File: src/rtl/irqal_pkg.sv
// Notes on behaviour
// Assert transfer acknowledge during asynchronous bus cycles.
// Hold acknowledge until strobe, select, acknowledge release.
// One request output merges channel and port sources.
// Masked sources never drive the request.
// Pending status shown globally, per channel, port.
// Request output: push-pull low, high, open drain.
// Daisy chain: request only while chain enable high.
// Drop request on chain disable or status clear.
// Acknowledge drives vector on low data byte.
// Sources organised in eight fixed-priority groups; the code ties groups 4 and 5 to zero.
// Vector names highest-priority active group.
// Strobe mode: release after next valid acknowledge.
// Strobe mode: vector qualified by data strobe.
// Read/write mode: two-cycle acknowledge, release second.
// Slave cascade: accept when requesting, address matches; the code reads only the high address pin and takes bit zero as 0.
// Daisy chain: accept when requesting, chain enabled.
// Host keeps select, DMA acknowledges inactive.
// Daisy chain: active request drops chain enable out.
// Unaccepted acknowledge: no vector, bus undriven.
package irqal_pkg;

	// Source counts and widths.
	localparam int IRQAL_CHAN_W = 16;
	localparam int IRQAL_PORT_W = 8;
	localparam int IRQAL_GROUPS = 8;
	localparam int IRQAL_GRP_W = 3;

	// Output drive modes of the request pin.
	localparam logic [1:0] IRQAL_DRV_OD = 2'h0;
	localparam logic [1:0] IRQAL_DRV_PP_LOW = 2'h1;
	localparam logic [1:0] IRQAL_DRV_PP_HIGH = 2'h3;

	// Cascading modes.
	localparam logic IRQAL_CAS_SLAVE = 1'h0;
	localparam logic IRQAL_CAS_DAISY = 1'h1;

	// Reset values and the count after the first read/write cycle.
	localparam logic [7:0] IRQAL_BYTE_ZERO = 8'h00;
	localparam logic [1:0] IRQAL_CNT_ZERO = 2'h0;
	localparam logic [1:0] IRQAL_CNT_ONE = 2'h1;

	// Acknowledge sequencing states.
	typedef enum logic [3:0] {
		IRQAL_IDLE = 4'b0001,
		IRQAL_ACK = 4'b0010,
		IRQAL_REJ = 4'b0100,
		IRQAL_XFER = 4'b1000
	} irqal_state_t;

endpackage : irqal_pkg

File: src/rtl/irqal_top.sv
// Interrupt request, vector and transfer-acknowledge logic.
module irqal_top
	import irqal_pkg::*;
#(
	parameter int CHAN_W = IRQAL_CHAN_W,
	parameter int PORT_W = IRQAL_PORT_W
) (
	// Clock, reset, enable.
	input wire logic CLK_SYS,
	input wire logic RST_N,
	input wire logic CE,
	// Pending sources and masks (mask bit high blocks the source).
	input wire logic [CHAN_W-1:0] CHAN_STATUS_LO,
	input wire logic [CHAN_W-1:0] CHAN_STATUS_HI,
	input wire logic [PORT_W-1:0] PORT_IRQ_STATUS,
	input wire logic [CHAN_W-1:0] CHAN_MASK_LO,
	input wire logic [CHAN_W-1:0] CHAN_MASK_HI,
	input wire logic [PORT_W-1:0] PORT_IRQ_MASK,
	input wire logic PORT_IRQ_EN,
	// Configuration.
	input wire logic [1:0] IRQ_DRIVE_MODE,
	input wire logic CASCADE_MODE,
	input wire logic STROBE_BUS_MODE,
	input wire logic [1:0] SLAVE_ADDR,
	input wire logic [7:0] VECTOR_BASE,
	// Bus pins, all active low except chain enable and chain address.
	input wire logic DATA_STROBE_IN_N,
	input wire logic RD_N,
	input wire logic WR_N,
	input wire logic CS_N,
	input wire logic IRQ_ACK_IN_N,
	input wire logic CHAIN_ENABLE_IN,
	input wire logic CHAIN_ADDR_HI,
	// Outputs.
	output logic IRQ_OUT,
	output logic IRQ_OE,
	output logic XFER_ACK_OUT_N,
	output logic XFER_ACK_OE,
	output logic [7:0] DATA_OUT,
	output logic DATA_OE,
	output logic CHAIN_ENABLE_OUT,
	output logic CHAIN_ADDR_LO_OE,
	output logic [7:0] GLOBAL_IRQ_STATUS
);

	////////////////////////////////////////////////////////////////////////
	// Pin synchronisers.

	// Raw pins in, filtered pins out; the unpack keeps the same order.
	logic [6:0] pin_raw, pin_s;
	logic ds_n, rd_n, wr_n, cs_n, ack_n, ce_in, addr_hi;

	// Bit order: strobe, read, write, select, acknowledge, chain, address.
	assign pin_raw = {DATA_STROBE_IN_N, RD_N, WR_N, CS_N, IRQ_ACK_IN_N,
		CHAIN_ENABLE_IN, CHAIN_ADDR_HI};
	assign {ds_n, rd_n, wr_n, cs_n, ack_n, ce_in, addr_hi} = pin_s;

	// Strobes rest high so no cycle is seen while leaving reset.
	irqal_sync #(
		.WIDTH(7),
		.INIT(7'h7C)
	) u_sync (
		.clk(CLK_SYS),
		.rst_n(RST_N),
		.ce(CE),
		.d(pin_raw),
		.q(pin_s)
	);

	////////////////////////////////////////////////////////////////////////
	// Source merging and group priority.

	// Group flags, winning group and merged pending level.
	logic [IRQAL_GROUPS-1:0] grp;
	logic [IRQAL_GRP_W-1:0] top_grp;
	logic pending;
	logic [CHAN_W-1:0] act_lo, act_hi;
	logic [PORT_W-1:0] act_port;
	localparam int HALF = CHAN_W / 2;

	// Mask gating.
	assign act_lo = CHAN_STATUS_LO & ~CHAN_MASK_LO;
	assign act_hi = CHAN_STATUS_HI & ~CHAN_MASK_HI;
	assign act_port = PORT_IRQ_EN ? (PORT_IRQ_STATUS & ~PORT_IRQ_MASK)
		: '0;

	// Eight groups.
	// Each channel register is split in halves; port has two groups too.
	always_comb begin
		grp[0] = |act_lo[HALF-1:0];
		grp[1] = |act_lo[CHAN_W-1:HALF];
		grp[2] = |act_hi[HALF-1:0];
		grp[3] = |act_hi[CHAN_W-1:HALF];
		grp[4] = |CHAN_STATUS_LO & 1'b0;
		grp[5] = |CHAN_STATUS_HI & 1'b0;
		grp[6] = |act_port[PORT_W/2-1:0];
		grp[7] = |act_port[PORT_W-1:PORT_W/2];
	end

	// Single merged request.
	assign pending = |grp;

	// Lowest index wins.
	always_comb begin
		top_grp = '0;
		for (int i = IRQAL_GROUPS - 1; i >= 0; i--) begin
			if (grp[i]) begin
				top_grp = IRQAL_GRP_W'(i);
			end
		end
	end

	////////////////////////////////////////////////////////////////////////
	// Acknowledge sequencing.

	// Sequencer state. cnt_reg marks the first read/write-mode
	// acknowledge cycle as done.
	irqal_state_t st_reg, st_next;
	logic req_reg, req_next;
	logic [1:0] cnt_reg, cnt_next;
	logic [7:0] vec_reg, vec_next;
	logic xfer_ack_out_reg, xfer_ack_out_next;
	logic doe_reg, doe_next;
	logic ack_prev_reg;
	logic daisy, accept, ack_fall, ack_rise, bus_cyc, strobe;

	// Mode decode and edges of the filtered acknowledge.
	// Register cycles need select as well; acknowledge cycles ignore it.
	assign daisy = (CASCADE_MODE == IRQAL_CAS_DAISY);
	assign ack_fall = ack_prev_reg & ~ack_n;
	assign ack_rise = ~ack_prev_reg & ack_n;
	assign strobe = STROBE_BUS_MODE ? ~ds_n : (~rd_n | ~wr_n);
	assign bus_cyc = ~cs_n & strobe;

	// Only one address pin is wired, so slave address bit zero must be 0.
	// Slave address match.
	// Daisy chain enable.
	assign accept = req_reg & (daisy ? ce_in :
		({addr_hi, CHAIN_ADDR_LO_OE ? 1'b0 : 1'b0} == SLAVE_ADDR));

	// Next-state logic. The request is rebuilt from source levels each
	// cycle, so a source still pending after service raises it again.
	always_comb begin
		st_next = st_reg;
		req_next = req_reg;
		cnt_next = cnt_reg;
		vec_next = vec_reg;
		xfer_ack_out_next = xfer_ack_out_reg;
		doe_next = 1'b0;
		// Chain gating of generation.
		if (pending && (!daisy || ce_in) && st_reg == IRQAL_IDLE) begin
			req_next = 1'b1;
		end
		// Clear on disable or empty status.
		if (!pending || (daisy && !ce_in)) begin
			req_next = 1'b0;
		end
		unique case (st_reg)
			IRQAL_IDLE: begin
				xfer_ack_out_next = 1'b0;
				if (ack_fall) begin
					st_next = accept ? IRQAL_ACK : IRQAL_REJ;
					// Held fixed for the whole cycle.
					// Vector from top group.
					vec_next = {VECTOR_BASE[7:IRQAL_GRP_W], top_grp};
				end else if (bus_cyc) begin
					st_next = IRQAL_XFER;
				end
			end
			IRQAL_ACK: begin
				// Vector gated by strobe.
				doe_next = STROBE_BUS_MODE ? ~ds_n : ~rd_n;
				// No vector in the first read/write cycle.
				if (!STROBE_BUS_MODE && cnt_reg != IRQAL_CNT_ONE) begin
					doe_next = 1'b0;
				end
				// Acknowledge the cycle.
				xfer_ack_out_next = 1'b1;
				if (ack_rise) begin
					// Release on acknowledge end.
					xfer_ack_out_next = 1'b0;
					// One cycle in strobe mode.
					// Second cycle in read/write mode.
					if (STROBE_BUS_MODE || cnt_reg == IRQAL_CNT_ONE) begin
						cnt_next = IRQAL_CNT_ZERO;
						req_next = 1'b0;
						st_next = IRQAL_IDLE;
					end else begin
						// Park until the second cycle begins.
						cnt_next = IRQAL_CNT_ONE;
						st_next = IRQAL_REJ;
					end
				end
			end
			IRQAL_REJ: begin
				// Also the pause between read/write cycles.
				// No vector when not accepted.
				doe_next = 1'b0;
				xfer_ack_out_next = 1'b0;
				if (ack_fall) begin
					st_next = (cnt_reg == IRQAL_CNT_ONE) ? IRQAL_ACK
						: IRQAL_REJ;
				end else if (ack_n && cnt_reg != IRQAL_CNT_ONE) begin
					st_next = IRQAL_IDLE;
				end
			end
			IRQAL_XFER: begin
				// Ready for the register transfer.
				xfer_ack_out_next = 1'b1;
				// Release when select or strobe ends.
				if (cs_n || !strobe) begin
					xfer_ack_out_next = 1'b0;
					st_next = IRQAL_IDLE;
				end
			end
			default: begin
				// Only a corrupted one-hot code lands here.
				st_next = IRQAL_IDLE;
			end
		endcase
	end

	// Sequencer registers. The acknowledge history resets high like the
	// idle pin, so no false falling edge follows reset.
	always_ff @(posedge CLK_SYS) begin
		if (!RST_N) begin
			st_reg <= IRQAL_IDLE;
			req_reg <= 1'b0;
			cnt_reg <= IRQAL_CNT_ZERO;
			vec_reg <= IRQAL_BYTE_ZERO;
			xfer_ack_out_reg <= 1'b0;
			doe_reg <= 1'b0;
			ack_prev_reg <= 1'b1;
		end else if (CE) begin
			st_reg <= st_next;
			req_reg <= req_next;
			cnt_reg <= cnt_next;
			vec_reg <= vec_next;
			xfer_ack_out_reg <= xfer_ack_out_next;
			doe_reg <= doe_next;
			ack_prev_reg <= ack_n;
		end
	end

	////////////////////////////////////////////////////////////////////////
	// Output stage; every output is a flip-flop except the constant XFER_ACK_OUT_N and CHAIN_ADDR_LO_OE.

	// Registered pin values.
	logic irq_out_reg, irq_oe_reg, ceo_reg;
	logic [7:0] gis_reg;
	logic irq_out_next, irq_oe_next, ceo_next;
	logic [7:0] gis_next;

	// Pins follow req_next so they move with the request register.
	always_comb begin
		// Drive mode of the request pin.
		unique case (IRQ_DRIVE_MODE)
			IRQAL_DRV_PP_HIGH: begin
				irq_out_next = req_next;
				irq_oe_next = 1'b1;
			end
			IRQAL_DRV_PP_LOW: begin
				irq_out_next = ~req_next;
				irq_oe_next = 1'b1;
			end
			default: begin
				irq_out_next = 1'b0;
				irq_oe_next = req_next;
			end
		endcase
		// Block lower chain members.
		ceo_next = daisy ? (ce_in & ~req_next) : 1'b0;
		// Global status summary.
		gis_next = grp;
	end

	// Output registers; every pin is released during reset.
	always_ff @(posedge CLK_SYS) begin
		if (!RST_N) begin
			irq_out_reg <= 1'b0;
			irq_oe_reg <= 1'b0;
			ceo_reg <= 1'b0;
			gis_reg <= IRQAL_BYTE_ZERO;
		end else if (CE) begin
			irq_out_reg <= irq_out_next;
			irq_oe_reg <= irq_oe_next;
			ceo_reg <= ceo_next;
			gis_reg <= gis_next;
		end
	end

	// Ports taken straight from the registers above.
	assign IRQ_OUT = irq_out_reg;
	assign IRQ_OE = irq_oe_reg;
	// Open drain: pin only pulled low while acknowledging.
	assign XFER_ACK_OUT_N = 1'b0 | ~xfer_ack_out_reg & 1'b0;
	assign XFER_ACK_OE = xfer_ack_out_reg;
	assign DATA_OUT = vec_reg;
	assign DATA_OE = doe_reg;
	assign CHAIN_ENABLE_OUT = ceo_reg;
	// Low chain pin is never driven: it is an input in slave mode.
	assign CHAIN_ADDR_LO_OE = 1'b0;
	assign GLOBAL_IRQ_STATUS = gis_reg;

endmodule : irqal_top

File: src/rtl/irqal_sync.sv
// Three-stage synchroniser; the output moves once stages two and three agree.
module irqal_sync
	import irqal_pkg::*;
#(
	parameter int WIDTH = 1,
	parameter logic [WIDTH-1:0] INIT = '0
) (
	// Clocking.
	input wire logic clk,
	input wire logic rst_n,
	input wire logic ce,
	// Data.
	input wire logic [WIDTH-1:0] d,
	output logic [WIDTH-1:0] q
);

	logic [WIDTH-1:0] s1_reg, s2_reg, s3_reg, q_reg;
	logic [WIDTH-1:0] q_next;

	// Per bit, update only where the two later stages agree.
	always_comb begin
		for (int i = 0; i < WIDTH; i++) begin
			q_next[i] = (s2_reg[i] == s3_reg[i]) ? s3_reg[i] : q_reg[i];
		end
	end

	// Stage registers.
	always_ff @(posedge clk) begin
		if (!rst_n) begin
			s1_reg <= INIT;
			s2_reg <= INIT;
			s3_reg <= INIT;
			q_reg <= INIT;
		end else if (ce) begin
			s1_reg <= d;
			s2_reg <= s1_reg;
			s3_reg <= s2_reg;
			q_reg <= q_next;
		end
	end

	assign q = q_reg;

endmodule : irqal_sync

File: config.mk
export PLATFORM = sky130hd
export DESIGN_NAME = irqal_top
export DESIGN_NICKNAME = d
export VERILOG_FILES = /design/src/rtl/irqal_pkg.sv /design/src/rtl/irqal_top.sv /design/src/rtl/irqal_sync.sv
export SDC_FILE = /design/constraint.sdc
export NUM_CORES = 1
export LEC_CHECK = 0
export BUFFER_PORTS_ARGS = -buffer_cell sky130_fd_sc_hd__buf_2
export CORE_UTILIZATION = 47
export DETAILED_ROUTE_END_ITERATION = 10
export PLACE_DENSITY_LB_ADDON = 0.15
export RECOVER_POWER = 100
export SLEW_MARGIN = 20
export SYNTH_ARGS = -nofsm -noshare
export SYNTH_HDL_FRONTEND = slang
export SYNTH_SLANG_ARGS = --single-unit
File: constraint.sdc
create_clock -name CLK_SYS -period 2.1 [get_ports CLK_SYS]
set_clock_uncertainty 0.1 [all_clocks]
set_input_delay 0 -clock CLK_SYS [delete_from_list [all_inputs] [get_ports CLK_SYS]]
set_output_delay 0 -clock CLK_SYS [all_outputs]
set_load 0.03 [all_outputs]
* After elaboration in Yosys (flattened, before gate mapping)
Index checks and enable logic that the tools add are counted.
** Cells by class
- Eq/ne operators :: 20
- Multiplexer cells :: 34
- Bitwise gates (word level) :: 19
- Reductions and logical operators :: 35
** Operator list (count)
- $reduce_or 40->1 :: 1
- $and 16x16->16 :: 2
- $not 16->16 :: 2
- $reduce_or 8->1 :: 4
- $mux 3 :: 9
- $mux 4 :: 6
- $pmux 4 s4 :: 1
- $reduce_and 2->1 :: 8
- $mux 1 :: 15
- $and 8x8->8 :: 1
- $mux 8 :: 1
- $not 8->8 :: 1
- $reduce_or 4->1 :: 2
- $eq 1x1->1 :: 7
- $not 1->1 :: 7
- $ne 3x3->1 const B :: 2
- $reduce_and 3->1 :: 2
- $and 1x1->1 :: 5
- $logic_and 1x1->1 :: 5
- $logic_not 1->1 :: 5
- $reduce_and 5->1 :: 1
- $eq 2x1->1 const B :: 2
- $eq 4x1->1 const B :: 1
- $eq 4x2->1 const B :: 1
- other kinds (12) :: 17
** Storage, ports and cells
- Register bits :: 55
- Input port bits :: 105
- Output and inout port bits :: 23
- Logic and storage cells :: 129

* Longest topological paths before layout
Gate-level depths: netlist of the first run.
- Depth in word-level cells :: 14
- Gate-level depth with buffers :: 7
- Gate-level depth less buffers :: 6

* By module
Synthesis of the first run repeated with hierarchy kept, for this count alone.
** Second synthesis, totals
- Cell total of the unflattened synthesis :: 329
- Area, all modules :: 2831.5 um2
** By module, submodules not included
- irqal_top :: times used 1, cells an instance 223, area each 1744.2 um2, sequential area each 520.5 um2
- irqal_sync :: times used 1, cells an instance 106, area each 1087.3 um2, sequential area each 560.5 um2

* Worst setup path before layout of the first run
Ideal clock, no wire load.
- Path type :: reg2reg
- From :: register st_reg[3]
- To :: register st_reg[0]
- Data arrival time :: 1.474 ns
- Data required time :: 1.938 ns
- Slack :: 0.464 ns
- Cell stages (with the launch flop) :: 8
- Period minus slack after synthesis :: 1.636 ns
- Path through :: dfxtp_1 buf_6 nor4b_4 a21boi_1 o22ai_1 o2111a_2 a21bo_1 nand3_1
** On the way
- Cells in the longest elaborated chain, start to end :: 3
- Elaborated cells on any way between the ends :: 10
- Those cells by class :: eq/ne: 8; mux: 1; reduce/logical: 1
** Ends and longest elaborated chain
- from (decl) :: RTL line irqal_top.sv:118 : irqal_state_t st_reg, st_next;
- from (signal assigned) :: RTL line irqal_top.sv:235 : st_reg <= st_next;
- $eq 4x3->1, or another cell as far along :: RTL line irqal_top.sv:158 : unique case (st_reg)
- $ne 3x3->1 (no source line) or $ne 2x2->1 (tied branches)
- $reduce_and 5->1 (no source line)
Several ways; a longest one is shown, not always the timed one.
A chain may end at the register's enable or synchronous reset.

* Final worst setup path of the first run
- From :: register st_reg[3]
- To :: register st_reg[3]
Same word-level chain as after synthesis.

==> results of run 1 <==
power groups by stage:
stage / Sequential [uW] / Clock (uW) / Combinational (uW)
2_1_floorplan: 1170 / 0 / 445
3_3_place_gp: 1180 / 0 / 600
5_1_grt: 1170 / 646 / 687
3_5_place_dp: 1180 / 0 / 610
6_report: 1160 / 589 / 625
4_1_cts: 1160 / 608 / 638
placed cells by master, fill, tap and decap left out, types with 4 or more instances in the layout:
cell type      Yosys  final
nand3_1            7      7
nand2b_1          25     25
nor2b_1            5      5
inv_1             27     28
buf_2              7    100
nand2_1           39     39
o22ai_1            9      9
a21oi_1           28     28
o21ai_0           17     17
dlygate4sd3_1      0     16
nor3_1             6      6
dfxtp_1           54     54
clkbuf_8           0      5
o2111ai_1          6      6
buf_4              4      6
mux2i_1           26     26
clkbuf_1           7     23
conb_1             1      4
nor2_1            22     22
a211oi_1           5      5
metrics by stage:
stage,cells,utilization
after global routing,541,0.650
after floorplan,337,-
after global placement,517,0.613
after CTS,541,0.657
final,541,0.650
after detailed placement,517,0.613
per-layer routing:
metal  vias up  GRT usage  routed length, um
met1      1208      0.271               3010
met2        80      0.410               3310
met4         0     0.0926                138
li1       1415          -                  -
met3        13     0.0488                323
met5         -          0                  0
worst min path at each step:
stage,start,endpoint,slack (ns)
final,CASCADE_MODE,CHAIN_ENABLE_OUT$_SDFFE_PN0P_,0.02
after global routing,CASCADE_MODE,CHAIN_ENABLE_OUT$_SDFFE_PN0P_,0.06
after CTS,CASCADE_MODE,CHAIN_ENABLE_OUT$_SDFFE_PN0P_,0.01
after detailed placement,WR_N,u_sync.s1_reg[4]$_SDFFE_PN1P_,0.12
after global placement,DATA_STROBE_IN_N,u_sync.s1_reg[6]$_SDFFE_PN1P_,0.11
after floorplan,IRQ_ACK_IN_N,u_sync.s1_reg[2]$_SDFFE_PN1P_,0.03
repair_timing:
| action | 4_1_cts | 5_1_grt |
|---|---|---|
| hold buffers | 16 | 0 |
| hold endpoints to repair | 20 | 0 |
| endpoints found under the setup margin | 0 | 0 |
| gates resized for setup | 0 | 0 |
final cells by class:
| class | instances | area, um2 |
|---|---|---|
| Inverter | 28 | 105 |
| Fill cell | 473 | 1950 |
| Multi-Input combinational cell | 235 | 1470 |
| Clock inverter | 2 | 16.3 |
| Timing Repair Buffer | 144 | 788 |
| Tap cell | 72 | 90.1 |
| Clock buffer | 6 | 72.6 |
| Sequential cell | 54 | 1080 |
synthesized netlist by cell type (2+ instances only):
cell type / n
nor3_1: 6
a211oi_1: 5
inv_1: 27
o21ai_0: 17
nand3_1: 7
nand2_1: 39
buf_2: 7
a21oi_1: 28
nand4_1: 3
nor4b_4: 2
mux2i_1: 26
dfxtp_1: 54
and2_1: 2
o22ai_1: 9
clkbuf_1: 7
o2111ai_1: 6
nor2b_1: 5
nor4_2: 3
buf_4: 4
xor2_1: 3
a21boi_0: 2
nand2b_1: 25
nor2_1: 22
kinds of logic (layout without fill, tap and decap cells):
logic type,count (synthesis),count (layout)
AOI/OAI and AO/OA,81,81
xor gates and xnor gates,3,3
buffers and inverters,48,180
DFF,54,54
muxes,26,26
other,1,4
and+or+nand+nor,121,121
worst reg2reg max path: stages (launching register included):
cell,delay [ns]
dfxtp_1,0.47
nor4b_4,0.46
a21boi_0,0.23
o22ai_1,0.09
o2111a_2,0.21
mux2i_1,0.18
nor2_1,0.05
==> impl_metrics.ini, run 1 <==
[timing]
rsz0062_at_grt = no
hold_violations = 0
finalSetupViolCount = 0
postLayoutSetupSlackWorst_ns = 0.175
period_share = 0.917
report.final.slew_viol_count = 0
fmax_mhz = 519
slew_headroom = 0.400
holdWs_ns = 0.0194
finalCriticalPeriod_ns = 1.93
tightest_slew_ns = 0.898
tns_ns = 0

[critical_path]
crit_cells = 6
cp-end-kind = flip-flop
start_kind = flip-flop
path_max_fanout = 10
slowest_stage = dfxtp_1
startpoint = st_reg[3]$_SDFFE_PN0P_
regToRegStartpoint = st_reg[3]$_SDFFE_PN0P_
crit_arrival_ns = 2.00
worst-path-buf-inv = 0
rr_endpoint = st_reg[3]$_SDFFE_PN0P_
cp-endpoint = st_reg[3]$_SDFFE_PN0P_
worstSetupPathType = flip-flop to flip-flop
critical-path-top-delay-family = compound AO/OA/AOI/OAI gates
reg2reg_depth = 6
cpPeakStageDelay_ns = 0.47
rrSetupSlack_ns = 0.17
worstPathRequired_ns = 2.18
worstPathCellList = nor4b_4 > a21boi_0 > o22ai_1 > o2111a_2 > mux2i_1 > nor2_1

[power]
clock_power_share = 0.248
p_comb_frac = 0.263
ir_worst_vdd_mv = 0.421
p_int_uw = 1630
p_switching_uw = 750
finalPower_uw = 2380
power_leakage_uw = 0.00162
powerDensity_mw_per_mm2 = 655
swShare = 0.316
seqPwrFrac = 0.489

[floorplanning]
die_h_um = 78.6
dieArea_mm2 = 0.00618
core_mm2 = 0.00557
start_util = 0.495
pin_count = 128
core.rowCount = 27
die_w_um = 78.6

[finish]
antenna_cells = 0
largest_reg_flops = 8
syn_to_final_growth_pct = 31.3
final_area_mm2 = 0.00362
nets = 573
layout-drive-gt1-share = 0.260

[route]
antenna_left = 0
drc = 0
wire_per_inst_um = 12.5
vias_per_cell = 5.02
vias = 2716
drtIter0Drc = 133
wl_um = 6780
drt_first_pass_iters = 4

[synth]
async_flop_share = 0
synth_xor_area_frac = 0.00952
syn_area_mm2 = 0.00276
yosys_warnings = 0
ys_ff_latch = 54
yosysTopAreaCell = dfxtp_1
yosys-top-cells-area = dfxtp_1, mux2i_1, nand2b_1
synth.distinct_cells = 48
synthAdderAreaFrac = 0
synth_cells = 334
synth-main-ff-cell = dfxtp_1
netlist.area_leader.share = 0.392
synth_edf_count = 0
yosysSeqAreaShare = 0.392
yosys.area_share.simple = 0.237
avgSynthCellArea_um2 = 8.26
synth_top_family_by_area = simple AND/OR/NAND/NOR gates
synth.area.mux_share = 0.0943
synth_compound_area_frac = 0.189

[cts]
post_cts_buffers = 0
cts_inserted_buffers = 5
clock-sinks = 54
htreeDepth = 2
cts_tree = done
clockBufferDepth = 2
clkLatencyLatePin_ns = 0.31
clkTransAtPathRegs_ns = 0.10
root_buffer = clkbuf_8

[placed_design]
io_buffers = 120
dp.final_hpwl_um = 5030
place_congestion = 0.859
dp_slack_ns = 0.233
placed_area_mm2 = 0.00342

[grt]
grt_pass1_vias = 2634
grt_use_total = 0.232
grt_max_degree = 29
overflow = 0
antenna_found_initial = 0
grt_pass1_wl_um = 11500

[flow_run]
max-cap-violations = 0

[min_path]
hold_depth = 4
hp-class = input pin to flip-flop

[run_status]
status = complete, no violations
Note: power is estimated with default switching activity, not from simulation.
==> inputs of run 2 (changes only) <==
--- a/config.mk
+++ b/config.mk
@@ -5,8 +5,9 @@
 export SDC_FILE = /design/constraint.sdc
 export NUM_CORES = 1
 export LEC_CHECK = 0
+export ABC_AREA = 1
 export BUFFER_PORTS_ARGS = -buffer_cell sky130_fd_sc_hd__buf_2
-export CORE_UTILIZATION = 47
+export CORE_UTILIZATION = 46
 export DETAILED_ROUTE_END_ITERATION = 10
 export PLACE_DENSITY_LB_ADDON = 0.15
 export RECOVER_POWER = 100
==> run 2 against run 1 <==
Effect of this change:
- final cell count grew 15%
- count of clock-buffer cells in the layout down 1
- via count grew 7.2%
- core utilization fell by 0.74 points
- synthesized cell count up 25%
- sequential power down 4%
- sequential cell count stayed put
- largest power group unchanged
- highest routed layer unchanged
==> impl_metrics.ini, run 2 <==
[floorplanning]
core_mm2 = 0.00557
die_w_um = 78.4
die_h_um = 78.4
start_util = 0.482
pin_count = 128
dieArea_mm2 = 0.00615
core.rowCount = 27

[synth]
synth.distinct_cells = 27
synth_cells = 418
avgSynthCellArea_um2 = 6.43
synth-main-ff-cell = dfxtp_1
yosysSeqAreaShare = 0.402
yosys-top-cells-area = dfxtp_1, nand2_1, inv_1
ys_ff_latch = 54
yosysMostFrequentCell = nand2_1
async_flop_share = 0
yosys_warnings = 0
syn_area_mm2 = 0.00269
netlist.area_leader.share = 0.402
yosysTopAreaCell = dfxtp_1
synth_edf_count = 0
yosys-top-cells-count = nand2_1, inv_1, dfxtp_1, nor2_1, o21ai_0

[grt]
grt_use_total = 0.224
grt_pass1_vias = 2719
overflow = 0
grt_max_degree = 38
grt_pass1_wl_um = 11100
antenna_found_initial = 0

[finish]
largest_reg_flops = 8
fill_cells = 558
layout_commonest_cell = nand2_1
nets = 654
layout-drive-gt1-share = 0.215
syn_to_final_growth_pct = 33.3
final_cell_mix = nand2_1, buf_2, inv_1
antenna_cells = 0
fin_util = 0.643

[timing]
hold_violations = 0
fmax_mhz = 562
finalSetupViolCount = 0
postLayoutSetupSlackWorst_ns = 0.320
slew_headroom = 0.206
tns_ns = 0
holdWs_ns = 0.00639
period_share = 0.848
tightest_slew_ns = 1.19
finalCriticalPeriod_ns = 1.78
report.final.slew_viol_count = 0
rsz0062_at_grt = no

[cts]
cts_hold_repair.buffers = 16
cts_inserted_buffers = 5
clock-sinks = 54
clkTransAtPathRegs_ns = 0.10
clkLatencyLatePin_ns = 0.31
cts_resized = 0
post_cts_buffers = 0
clockBufferDepth = 2
root_buffer = clkbuf_8
htreeDepth = 2
cts_tree = done

[flow_run]
max-cap-violations = 0

[placed_design]
place_congestion = 0.852
dp_slack_ns = 0.479
dp.final_hpwl_um = 4650
io_buffers = 120

[min_path]
hp-class = input pin to flip-flop

[critical_path]
worstPathCellList = nor2_1 > nand2_1 > nor2_1 > nand2_1 > nor2_1 > nor2_1 > nand2_1 > nand2_1 > o21ai_0 > inv_1
crit_arrival_ns = 1.88
path_max_fanout = 6
slowest_stage = dfxtp_1
worstSetupPathType = flip-flop to flip-flop
critical-path-top-delay-family = simple AND/OR/NAND/NOR gates
worstPathRequired_ns = 2.20
cpPeakStageDelay_ns = 0.35
cp-end-kind = flip-flop
worst-path-buf-inv = 1
start_kind = flip-flop

[route]
drc = 0
drt_first_pass_iters = 4
vias = 2911
wl_um = 6330
drtIter0Drc = 147
vias_per_cell = 4.68
wire_per_inst_um = 10.2
antenna_left = 0

[run_status]
status = complete, no violations

[power]
powerDensity_mw_per_mm2 = 656
power_leakage_uw = 0.00189
ir_worst_vdd_mv = 0.408
finalPower_uw = 2350
-- run 2: changes by cell type in the layout (fill, tap and decap cells not counted), moves of 25 or more --
cell and delta:
inv_1 +40, mux2i_1 -26, nand2_1 +63, nand2b_1 -25, nor2_1 +29, o21ai_0 +29
-- run 2: final timing paths --
kind | startpoint | end | cells after the start | slack [ns]
worst min-delay path | PORT_IRQ_STATUS[7] | GLOBAL_IRQ_STATUS[7]$_SDFFE_PN0P_ | 5 | 0.006
worst min register to register | u_sync.s1_reg[3]$_SDFFE_PN1P_ | u_sync.s1_reg[3]$_SDFFE_PN1P_ | 2 | 0.36
worst max register to register | st_reg[2]$_SDFFE_PN0P_ | IRQ_OE$_SDFFE_PN0P_ | 10 | 0.32
worst max-delay path | st_reg[2]$_SDFFE_PN0P_ | IRQ_OE$_SDFFE_PN0P_ | 10 | 0.32
-- run 2: cells by family (layout without fill, tap and decap cells) --
| group | after synthesis | in the layout | synth area share |
|---|---|---|---|
| other | 1 | 4 | 0.00140 |
| buffers and inverters | 91 | 220 | 0.134 |
| and+or+nand+nor | 187 | 187 | 0.292 |
| DFF | 54 | 54 | 0.402 |
| AOI/OAI and AO/OA | 85 | 85 | 0.171 |
-- run 2: stage by stage --
step | instances | cell area (um2)
3_5_place_dp | 598 | 3330
3_3_place_gp | 598 | 3330
2_1_floorplan | 421 | 2700
5_1_grt | 622 | 3580
6_report | 622 | 3580
4_1_cts | 622 | 3620
-- run 2: final cells by class --
| type | instances | area [um2] | share of cell area |
|---|---|---|---|
| inverters | 73 | 274 | 0.0765 |
| well taps | 72 | 90.1 | 0.0251 |
| flip-flops and latches | 54 | 1080 | 0.302 |
| clock inverters | 3 | 68.8 | 0.0192 |
| clock buffers | 5 | 68.8 | 0.0192 |
| repair buffers | 139 | 752 | 0.210 |
| multi-input cells | 276 | 1250 | 0.348 |
-- run 2: power by group --
group	leakage [uW]	internal (uW)	switching (uW)
sequential	0.000444	1080	30.0
combinational	0.00138	178	249
clock	0.0000683	477	337
total	0.00189	1730	617
-- run 2: routing by layer --
metal | vias up | part of all wire | global-route usage
li1 | 1569 | - | -
met1 | 1250 | 0.45 | 0.259
met2 | 80 | 0.48 | 0.416
met3 | 12 | 0.051 | 0.0407
met4 | 0 | 0.015 | 0.0667
met5 | - | 0 | 0
-- run 2: worst reg2reg max path, cell delays in order (launching register included) --
cell	delay [ns]
dfxtp_1	0.35
nor2_1	0.15
nand2_1	0.07
nor2_1	0.30
nand2_1	0.11
nor2_1	0.11
nor2_1	0.07
nand2_1	0.13
nand2_1	0.06
o21ai_0	0.15
inv_1	0.06
==> inputs of run 3 (changes only) <==
==> constraint.sdc (replaced) <==
create_clock -name CLK_SYS -period 1.86 [get_ports CLK_SYS]
set_clock_uncertainty 0.1 [all_clocks]
set_input_delay 0 -clock CLK_SYS [delete_from_list [all_inputs] [get_ports CLK_SYS]]
set_output_delay 0 -clock CLK_SYS [all_outputs]
set_load 0.03 [all_outputs]
==> run 3 against run 2 <==
Effect of this change:
- global-route usage rose by 0.33 points
- largest power group unchanged
- critical endpoint unchanged
- count of clock-buffer cells in the layout did not move
- sequential share of layout area is 0.063 points higher
- die area did not move
- combinational power up 13%
- wire length up 1.9%
==> impl_metrics.ini, run 3 (synthesized netlist as in run 2, its figures left out) <==
[finish]
nets = 655
seqCellArea_mm2 = 0.00108
layout_commonest_cell = nand2_1
final_cell_mix = nand2_1, buf_2, inv_1
antenna_cells = 0
fill_cells = 546
layout-drive-gt1-share = 0.218
largest_reg_flops = 8
multiInputGateArea_mm2 = 0.00126
syn_to_final_growth_pct = 33.1

[timing]
tns_ns = 0
holdWs_ns = 0.0138
period_share = 0.890
hold_violations = 0
tightest_slew_ns = 1.18
report.final.slew_viol_count = 0
fmax_mhz = 604
finalCriticalPeriod_ns = 1.66
rsz0062_at_grt = no
slew_headroom = 0.211
finalSetupViolCount = 0

[floorplanning]
die_w_um = 78.4
core.rowCount = 27
pin_count = 128
core_mm2 = 0.00557
dieArea_mm2 = 0.00615
start_util = 0.482
die_h_um = 78.4

[critical_path]
worstPathCellList = nor2_2 > nand2_1 > nor2_2 > nand2_1 > nor2_1 > nor2_1 > nand2_1 > nand2_1 > o21ai_0 > inv_1
start_kind = flip-flop
slowest_stage = dfxtp_1
cpPeakStageDelay_ns = 0.36
worstPathRequired_ns = 1.96
crit_arrival_ns = 1.76
path_max_fanout = 6
critical-path-top-delay-family = simple AND/OR/NAND/NOR gates
cp-end-kind = flip-flop
crit_path_frequent_cell = nand2_1
worst-path-buf-inv = 1
worstSetupPathType = flip-flop to flip-flop

[cts]
post_cts_buffers = 0
cts_resized = 0
clkLatencyLatePin_ns = 0.30
clock-sinks = 54
clockBufferDepth = 2
root_buffer = clkbuf_8
cts_inserted_buffers = 5
htreeDepth = 2
cts_tree = done
clkTransAtPathRegs_ns = 0.09
cts_hold_repair.buffers = 16

[flow_run]
max-cap-violations = 0

[route]
wire_per_inst_um = 10.4
drtIter0Drc = 119
drc = 0
antenna_left = 0
wl_um = 6460
vias = 2949
vias_per_cell = 4.73
drt_first_pass_iters = 4

[run_status]
status = complete, no violations

[power]
ir_worst_vdd_mv = 0.363
finalPower_uw = 2540
powerDensity_mw_per_mm2 = 709
power_leakage_uw = 0.00188

[grt]
overflow = 0
antenna_found_initial = 0
grt_pass1_wl_um = 11200
grt_max_degree = 38
grt_use_total = 0.227
grt_pass1_vias = 2786

[placed_design]
place_congestion = 0.843
io_buffers = 120
dp.final_hpwl_um = 4750

[min_path]
hp-class = input pin to flip-flop
run 3: layer usage:
metal  GRT usage  up-vias  wire (um)
met3      0.0407       13        323
met1       0.258     1277       2840
met2       0.417       92       3160
li1            -     1567          -
met4      0.0907        0        136
met5           0        -          0
run 3: per-stage QoR:
step | setup WS, ns | area, um2 | utilization | std cells
floorplan | 0.472 | 2700 | - | 421
global placement | 0.314 | 3330 | 0.598 | 599
detailed placement | 0.283 | 3330 | 0.598 | 599
CTS | 0.249 | 3610 | 0.648 | 623
global route | 0.0191 | 3580 | 0.642 | 623
finish | 0.205 | 3580 | 0.642 | 623
run 3: worst min-delay path, cell delays in order:
cell,delay [ns]
buf_2,0.07
nand3_1,0.06
nand4_1,0.13
nor2_1,0.05
nor2_1,0.07
run 3: final cells by class:
class,count,share of cell area
inverters,73,0.0766
flip-flops and latches,54,0.302
clock buffers,5,0.0192
clock inverters,3,0.0133
well taps,72,0.0252
repair buffers,140,0.211
multi-input cells,276,0.352
run 3: final timing paths:
path	slack (ns)	cells past startpoint	endpoint	from
max	0.20	10	IRQ_OE$_SDFFE_PN0P_	st_reg[2]$_SDFFE_PN0P_
min	0.01	5	GLOBAL_IRQ_STATUS[7]$_SDFFE_PN0P_	PORT_IRQ_STATUS[4]
max reg2reg	0.20	10	IRQ_OE$_SDFFE_PN0P_	st_reg[2]$_SDFFE_PN0P_
min reg2reg	0.37	2	u_sync.s1_reg[5]$_SDFFE_PN1P_	u_sync.s1_reg[5]$_SDFFE_PN1P_
run 3: report_power, final:
part / leakage [uW] / switching (uW) / internal [uW] / total [uW]
sequential: 0.000444 / 36.2 / 1220 / 1250
combinational: 0.00138 / 282 / 202 / 484
clock: 0.0000587 / 390 / 408 / 798
total: 0.00188 / 708 / 1830 / 2540
